==> config.mk <==
export PLATFORM = sky130hd
export DESIGN_NAME = byte_alu_branch_bitclear_decode
export DESIGN_NICKNAME = d
export VERILOG_FILES = /design/src/logic/alu_decode_pkg.sv /design/src/logic/file_addr_resolve.sv /design/src/logic/byte_alu_branch_bitclear_decode.sv
export SDC_FILE = /design/constraint.sdc
export NUM_CORES = 1
export LEC_CHECK = 0
export ABC_CLOCK_PERIOD_IN_PS = 4190
export BUFFER_PORTS_ARGS = -buffer_cell sky130_fd_sc_hd__buf_2
export CAP_MARGIN = 20
export CELL_PAD_IN_SITES_DETAIL_PLACEMENT = 1
export CELL_PAD_IN_SITES_GLOBAL_PLACEMENT = 2
export CORE_MARGIN = 4
export CORE_UTILIZATION = 33
export DETAILED_ROUTE_END_ITERATION = 8
export GPL_TIMING_DRIVEN = 0
export PLACE_DENSITY = 0.95
export RECOVER_POWER = 100
export SETUP_SLACK_MARGIN = 0.15
export SKIP_LAST_GASP = 1
export SLEW_MARGIN = 20
export SYNTH_ARGS = -nofsm -noshare
export SYNTH_HDL_FRONTEND = slang
export SYNTH_SLANG_ARGS = --single-unit
==> constraint.sdc <==
create_clock -name ref_clk -period 4.19 [get_ports ref_clk]
set_clock_uncertainty 0.1 [all_clocks]
set_input_delay 0.6285 -clock ref_clk [delete_from_list [all_inputs] [get_ports ref_clk]]
set_output_delay 0.6285 -clock ref_clk [all_outputs]
set_load 0.005 [all_outputs]
==> src/logic/alu_decode_pkg.sv <==
// Shared constants and carriers for the byte ALU, branch and bit-clear decoder
`default_nettype none
package alu_decode_pkg;
    localparam int   PC_W          = 21;
    localparam int   ADDR_W        = 12;
    localparam logic [5:0] OPC_ADDC_FILE = 6'h08;  // 0010 00da
    localparam logic [5:0] OPC_AND_FILE  = 6'h05;  // 0001 01da
    localparam logic [7:0] OPC_AND_IMM   = 8'h0B;  // 0000 1011
    localparam logic [7:0] OPC_BR_CARRY  = 8'hE2;  // 1110 0010
    localparam logic [3:0] OPC_BIT_CLR   = 4'h9;   // 1001 bbba
    localparam logic [7:0] INDEXED_LIMIT = 8'h5F;
    localparam logic [7:0] ACCESS_SPLIT  = 8'h60;
    localparam logic [3:0] ACCESS_HIGH_BANK = 4'hF;
    localparam logic [3:0] ZERO_BANK     = 4'h0;
    localparam int   DEST_BIT      = 9;
    localparam int   BANK_BIT      = 8;
    localparam logic [PC_W-1:0] WORD_STEP = 21'h000002;

    typedef struct packed {
        logic negative;
        logic signedWrap;
        logic zero;
        logic halfCarry;
        logic carry;
    } flags_t;

    typedef struct packed {
        logic              wrEn;
        logic [ADDR_W-1:0] addr;
        logic [7:0]        data;
    } mem_write_t;
endpackage
`default_nettype wire

==> src/logic/file_addr_resolve.sv <==
// Data memory address resolution for byte and bit file instructions
`default_nettype none
module file_addr_resolve (
    input  wire logic        [7:0]                         fileAddr,
    input  wire logic                                      bankSel,
    input  wire logic        [3:0]                         bankPointer,
    input  wire logic                                      extendedEn,
    input  wire logic        [7:0]                         indexBase,
    output logic             [alu_decode_pkg::ADDR_W-1:0]  memAddr
);
    always_comb begin
        if (bankSel) begin
            memAddr = {bankPointer, fileAddr}; // RL4
        end else if (extendedEn && (fileAddr <= alu_decode_pkg::INDEXED_LIMIT)) begin
            // Offset from index base wraps within the bank zero page
            memAddr = {alu_decode_pkg::ZERO_BANK, 8'(indexBase + fileAddr)}; // RL5
        end else if (fileAddr < alu_decode_pkg::ACCESS_SPLIT) begin
            memAddr = {alu_decode_pkg::ZERO_BANK, fileAddr}; // RL4
        end else begin
            memAddr = {alu_decode_pkg::ACCESS_HIGH_BANK, fileAddr}; // RL4
        end
    end
endmodule // file_addr_resolve
`default_nettype wire

==> src/logic/byte_alu_branch_bitclear_decode.sv <==
// Decode and execute for add-with-carry, AND, branch-on-carry and bit-clear
//
// Contract
// RL1: Add-with-carry sums accumulator, file, carry; flags
// RL2: Destination bit zero to accumulator, one to file
// RL3: Default destination for AND-file is file
// RL4: Bank bit zero access bank, one bank pointer
// RL5: Extended mode, access, address<=95: indexed offset
// RL6: AND immediate into accumulator, only N, Z
// RL7: AND file routed by destination, only N, Z
// RL8: Branch only on carry one, flags unchanged
// RL9: Signed offset doubled and added on branch
// RL10: Target is branch address plus two plus twice
// RL11: Taken branch two cycles, untaken one cycle
// RL12: Bit-clear clears indexed bit, flags unchanged
`default_nettype none
module byte_alu_branch_bitclear_decode (
    input  wire logic                                    ref_clk,
    input  wire logic                                    rst_b,
    input  wire logic                                    instrValid,
    input  wire logic        [15:0]                      instrWord,
    input  wire logic        [alu_decode_pkg::PC_W-1:0]  pcIncremented,
    input  wire logic        [7:0]                       fileReadData,
    input  wire logic        [3:0]                       bankPointer,
    input  wire logic                                    extendedEn,
    input  wire logic        [7:0]                       indexBase,
    output logic             [alu_decode_pkg::ADDR_W-1:0] fileReadAddr,
    output alu_decode_pkg::mem_write_t                   fileWrite,
    output logic             [alu_decode_pkg::PC_W-1:0]  pcLoadValue,
    output logic                                         pcLoad,
    output logic                                         stall,
    output logic             [7:0]                       accum,
    output alu_decode_pkg::flags_t                       flags
);
    typedef enum logic [1:0] {
        ST_EXEC = 2'b01,
        ST_NOP  = 2'b10
    } state_t;

    state_t state_q;
    state_t state_d;

    logic       isAddc;
    logic       isAndFile;
    logic       isAndImm;
    logic       isBrCarry;
    logic       isBitClr;
    logic       destFile;
    logic       execOk;
    logic       branchTaken;

    logic [5:0] opcode6;
    logic [7:0] opcode8;
    logic [3:0] opcode4;
    logic [7:0] fileAddr;
    logic [7:0] literal;
    logic [2:0] bitIndex;
    logic       bankSel;
    logic       carryIn;

    logic [7:0] result;
    logic [8:0] sum9;
    logic [4:0] sum5;
    logic [7:0] clearMask;
    alu_decode_pkg::flags_t flags_d;
    logic [alu_decode_pkg::PC_W-1:0] offset2;
    logic [alu_decode_pkg::PC_W-1:0] branchTarget;

    logic       flagsWrEn;
    logic       accumWrEn;
    logic       fileWrEn;

    function automatic logic is_zero(input logic [7:0] v);
        return v == 8'h00;
    endfunction

    // Offset counts words, so it is sign extended and doubled to bytes
    function automatic logic [alu_decode_pkg::PC_W-1:0] word_offset(input logic [7:0] n);
        return {{(alu_decode_pkg::PC_W-9){n[7]}}, n, 1'b0};
    endfunction

    // Fields are cut once so every decoder reads the same slice
    assign opcode6  = instrWord[15:10];
    assign opcode8  = instrWord[15:8];
    assign opcode4  = instrWord[15:12];
    assign fileAddr = instrWord[7:0];
    assign literal  = instrWord[7:0];
    assign bitIndex = instrWord[11:9];
    assign bankSel  = instrWord[alu_decode_pkg::BANK_BIT];
    assign carryIn  = flags.carry;

    assign execOk    = instrValid && (state_q == ST_EXEC);
    assign isAddc    = opcode6 == alu_decode_pkg::OPC_ADDC_FILE;
    assign isAndFile = opcode6 == alu_decode_pkg::OPC_AND_FILE;
    assign isAndImm  = opcode8 == alu_decode_pkg::OPC_AND_IMM;
    assign isBrCarry = opcode8 == alu_decode_pkg::OPC_BR_CARRY;
    assign isBitClr  = opcode4 == alu_decode_pkg::OPC_BIT_CLR;
    // Assembler fills d=1 when omitted, so hardware just follows the bit
    assign destFile  = instrWord[alu_decode_pkg::DEST_BIT]; // RL2 RL3

    file_addr_resolve addrResolve (
        .fileAddr    (fileAddr),
        .bankSel     (bankSel),
        .bankPointer (bankPointer),
        .extendedEn  (extendedEn),
        .indexBase   (indexBase),
        .memAddr     (fileReadAddr)
    );

    assign sum9 = {1'b0, accum} + {1'b0, fileReadData} + {8'h00, carryIn}; // RL1
    assign sum5 = {1'b0, accum[3:0]} + {1'b0, fileReadData[3:0]} + {4'h0, carryIn};
    assign clearMask = ~(8'h01 << bitIndex); // RL12
    assign branchTaken = execOk && isBrCarry && carryIn; // RL8
    // Pc already points past this word, so no extra step is added here
    assign offset2 = word_offset(literal); // RL9
    assign branchTarget = pcIncremented + offset2; // RL10

    always_comb begin
        result = 8'h00;
        if (isAddc) begin
            result = sum9[7:0]; // RL1
        end else if (isAndFile) begin
            result = accum & fileReadData; // RL7
        end else if (isAndImm) begin
            result = accum & literal; // RL6
        end else if (isBitClr) begin
            result = fileReadData & clearMask; // RL12
        end
    end

    // Carry, half-carry and wrap move only on the add; AND keeps them
    always_comb begin
        flags_d = flags;
        if (isAddc) begin
            flags_d.carry      = sum9[8]; // RL1
            flags_d.halfCarry  = sum5[4];
            flags_d.signedWrap = (accum[7] == fileReadData[7]) && (sum9[7] != accum[7]);
            flags_d.negative   = result[7];
            flags_d.zero       = is_zero(result);
        end else if (isAndFile || isAndImm) begin
            flags_d.negative   = result[7]; // RL6 RL7
            flags_d.zero       = is_zero(result);
        end
    end

    // Branch and bit-clear are left out, so their flags never move
    assign flagsWrEn = execOk && (isAddc || isAndFile || isAndImm); // RL8 RL12
    assign accumWrEn = execOk && (isAndImm || ((isAddc || isAndFile) && !destFile)); // RL2 RL6
    assign fileWrEn  = execOk && (isBitClr || ((isAddc || isAndFile) && destFile)); // RL2 RL3 RL12

    always_comb begin
        state_d = state_q;
        case (state_q)
            ST_EXEC: begin
                if (branchTaken) begin
                    state_d = ST_NOP; // RL11
                end
            end
            ST_NOP: begin
                state_d = ST_EXEC; // RL11
            end
            default: state_d = ST_EXEC;
        endcase
    end

    // Fetched word during the flush cycle is discarded
    assign stall = (state_q == ST_NOP); // RL11

    // Reset lands in execute so the first word after release is taken
    always_ff @(posedge ref_clk or negedge rst_b) begin
        if (!rst_b) begin
            state_q <= ST_EXEC;
        end else begin
            state_q <= state_d;
        end
    end

    always_ff @(posedge ref_clk or negedge rst_b) begin
        if (!rst_b) begin
            flags <= '0;
        end else if (flagsWrEn) begin
            flags <= flags_d; // RL8 RL12
        end
    end

    // Accumulator holds through the stall cycle and refused words
    always_ff @(posedge ref_clk or negedge rst_b) begin
        if (!rst_b) begin
            accum <= 8'h00;
        end else if (accumWrEn) begin
            accum <= result; // RL2 RL6
        end
    end

    always_ff @(posedge ref_clk or negedge rst_b) begin
        if (!rst_b) begin
            fileWrite <= '0;
        end else begin
            fileWrite.wrEn <= fileWrEn; // RL2 RL3 RL12
            fileWrite.addr <= fileReadAddr;
            fileWrite.data <= result;
        end
    end

    always_ff @(posedge ref_clk or negedge rst_b) begin
        if (!rst_b) begin
            pcLoad <= 1'b0;
        end else begin
            pcLoad <= branchTaken; // RL11
        end
    end

    // Target stands after the pulse; only pcLoad qualifies it
    always_ff @(posedge ref_clk or negedge rst_b) begin
        if (!rst_b) begin
            pcLoadValue <= '0;
        end else if (branchTaken) begin
            pcLoadValue <= branchTarget; // RL10
        end
    end
endmodule // byte_alu_branch_bitclear_decode
`default_nettype wire

==> impl_metrics.py <==
metrics = {
    "status": {
        "status": "finished with violations",
        "violations": "capacitance limit, slew limit",
    },
    "clocking": {
        "root_buffer": "clkbuf_16",
        "hold_buffers": 0,
        "cts_tree": "yes",
        "cts_sinks": 58,
        "post_cts_buffers": 0,
        "htree_levels": 3,
        "cts_buffer_depth": 2,
        "clk_pin_slew_ns": 0.05,
        "cts_buffers": 9,
        "clk_latency_ns": 0.34,
        "cts.repair.resized": 0,
    },
    "min_path": {
        "min_path_cells": 2,
        "hold_path.class": "reg2reg",
    },
    "grt": {
        "grt_pass1_vias": 3971,
        "overflow": 0,
        "grt_start_max_net_pins": 59,
        "antenna_found_initial": 0,
        "grt_first_pass_wirelength_mm": 20.4,
        "grt_use_total_pct": 19.6,
    },
    "timing": {
        "finalSetupViolCount": 0,
        "rsz0062_at_grt": "no",
        "fin_crit_ns": 3.53,
        "maxSlewHeadroom_pct": -1.36,
        "setup-tns-final_ns": 0,
        "hold_viol": 0,
        "whs_ns": 0.372,
        "clock.fmax_ghz": 0.284,
        "period_share_pct": 84.2,
        "worst_pin_slew_ns": 1.52,
        "maxSlewViolCount": 59,
    },
    "drt": {
        "drc": 0,
        "drt_iter0_drc": 158,
        "viasPerCell": 5.29,
        "wl_met3_um": 884,
        "wirelength_mm": 13.0,
        "met2_length_mm": 6.24,
        "m1WireLength_mm": 5.61,
        "vias": 3701,
        "wl_per_cell_um": 18.6,
        "ant_nets": 0,
        "routed.top_layer": "met4",
        "dr.pass1.iters": 4,
    },
    "floorplan": {
        "fp.dieW_um": 117,
        "initial_core_util_pct": 34.1,
        "io-pin-count": 130,
        "dieArea_um2": 13800,
        "core-area_um2": 11600,
        "die_y_um": 117,
        "rows": 39,
    },
    "layout": {
        "area_growth_pct": 25.0,
        "instances_no_fill": 700,
        "layout-drive-gt1-share_pct": 17.4,
        "nets": 650,
    },
    "worst_setup_path": {
        "crit_path_end_kind": "output port",
        "worst_path_largest_cell_delay_ns": 0.54,
        "cp_data_required_time_ns": 3.46,
        "startpoint": "instrWord[0]",
        "critPathSlowestCell": "or4_1",
        "path_buf_inv": 2,
        "reg2reg_from": "carryIn",
        "crit_cells": 10,
        "r2r_end": "flags[2]",
        "cpMostUsedCell": "a21o_1",
        "path_class": "in2out",
        "worstRegToRegCells": 11,
        "crit_family": "compound AO/OA/AOI/OAI gates",
        "cp-start-kind": "input port",
        "ff2ff_setup_slack_ns": 1.07,
        "endpoint": "fileReadAddr[7]",
        "path_cells": "clkbuf_1, ha_1, a21o_1, a21o_1, a21o_1, a21o_1, a21oi_1, nor4b_1, or4_1, clkbuf_1",
        "cp_max_fo": 4,
        "arrival_ns": 2.80,
    },
    "place": {
        "hpwl_mm": 10.2,
        "dp_cells": 683,
        "port_buffers": 128,
        "place.gp.congestion": 0.848,
    },
    "synthesis": {
        "async_flop_share_pct": 100,
        "syn_area_per_cell_um2": 9.56,
        "ys.flop_type": "dfrtp_1",
        "synth_edf_count": 0,
        "yosys_warnings": 0,
        "netlist_instances": 412,
        "ys_types": 67,
        "synth_seq_cells": 58,
        "synth_nets": 511,
        "ys_seq_area_share_pct": 36.9,
        "synth_area_um2": 3940,
    },
    "pwr": {
        "ir_drop_mv": 0.138,
        "p_per_area_nw_per_um2": 378,
        "power_mw": 1.86,
        "total_leakage_power_nw": 2.42,
    },
    "run": {
        "cap_viol_max_count": 1,
    },
}
logic make-up (layout without fill, tap and decap cells):
family          Yosys count  after routing  synth area share, %
other cells               0              1                    0
simple gates            123            123                 16.4
mux                       6              6                 1.71
flops                    58             58                 36.9
xor+xnor                 27             27                 6.00
compound gates          123            123                 22.0
buf+inv                  37            181                 4.19
fa+ha+maj                38             38                 12.8
flip-flops by register name, indices dropped and copies added (netlist names):
register	count
fileWrite	21
pcLoadValue	21
accum	8
flags	4
state_q	2
carryIn	1
pcLoad	1
power breakdown:
group / internal (mW) / switching, mW / total (mW) / leakage (nW)
Sequential: 0.603 / 0.0297 / 0.633 / 0.758
Combinational: 0.187 / 0.255 / 0.442 / 1.51
Clock: 0.525 / 0.260 / 0.785 / 0.156
Total: 1.32 / 0.545 / 1.86 / 2.42
area by class of cell:
cell class,instances,area (µm²)
well taps,143,179
flip-flops and latches,58,1450
multi-input cells,317,2240
clock inverters,1,30.0
clock buffers,15,288
repair buffers,128,567
plain buffers,14,75.1
fillers,1407,6640
diodes,1,2.50
inverters,23,86.3
worst reg2reg max path: cells and delay by family, from the launching register on:
| family | cells | cell delay [ns] |
|---|---|---|
| AOI/OAI and AO/OA | 4 | 1.33 |
| xor gates and xnor gates | 1 | 0.18 |
| adders and majority gates | 2 | 0.62 |
| buffers and inverters | 2 | 0.18 |
| DFF | 1 | 0.40 |
| and+or+nand+nor | 2 | 0.21 |
synthesized netlist by cell type, types with 3 or more instances:
library cell  count  area (µm²)
or4_1             3        22.5
nor2_1           11        41.3
o21ai_0          13        65.1
buf_4             3        22.5
nand2b_1          8        50.1
nand2_1          54         203
o21ai_1          22         110
fa_1              4        80.1
xor2_1           14         123
clkbuf_1          8        30.0
and3_1            3        18.8
inv_1            23        86.3
xnor2_1          13         114
ha_1             34         425
nor2b_1           8        50.1
dfrtp_1          57        1430
mux2_2            4        45.0
a211oi_1          6        45.0
nor3_1            4        20.0
a21o_1           16         120
a311oi_2          3        45.0
a21oi_1          29         145
o211ai_1          3        22.5
nand3_1          14        70.1
per-stage QoR:
step / setup slack (ns) / utilization (%) / instance area, µm²
floorplan: 1.15 / - / 3940
global placement: 0.734 / 41.2 / 4760
detailed placement: 0.674 / 41.2 / 4760
CTS: 0.663 / 43.9 / 5080
global route: 0.278 / 42.6 / 4920
finish: 0.664 / 42.6 / 4920
cells in the final DEF (no fill, tap or decap), types with 3 or more instances in the layout:
cell	netlist	final
ha_1	34	34
buf_2	0	68
o21ai_0	13	25
clkbuf_1	8	69
a21o_1	16	16
or4_1	3	3
nor2_1	11	12
nand3_1	14	14
a21oi_1	29	32
o211ai_1	3	4
xor2_1	14	14
o21ai_1	22	11
nor3_1	4	4
nor2b_1	8	8
nand2_1	54	54
clkbuf_8	0	4
o311ai_0	2	3
dfrtp_1	57	57
mux2_1	2	5
and3_1	3	3
inv_1	23	23
xnor2_1	13	13
a211oi_1	6	7
nand2b_1	8	8
fa_1	4	4
clkbuf_16	0	9
worst min-delay path by stage:
| stage | from | endpoint | slack [ns] |
|---|---|---|---|
| final | flags[3] | flags[3] | 0.37 |
| after global routing | pcIncremented[0] | pcLoadValue[0] | 0.41 |
| after CTS | rst_b | fileWrite[14] | 0.29 |
| after detailed placement | flags[1] | flags[1] | 0.37 |
| after global placement | pcLoadValue[0] | pcLoadValue[0] | 0.36 |
| after floorplan | rst_b | accum[0] | 0.23 |
routing by layer:
layer / up-vias / global-route usage, %
met1: 1781 / 24.4
met5: - / 0
met2: 129 / 32.6
met4: 0 / 7.49
met3: 22 / 4.88
li1: 1769 / -
(Power assumes the default switching activity.)
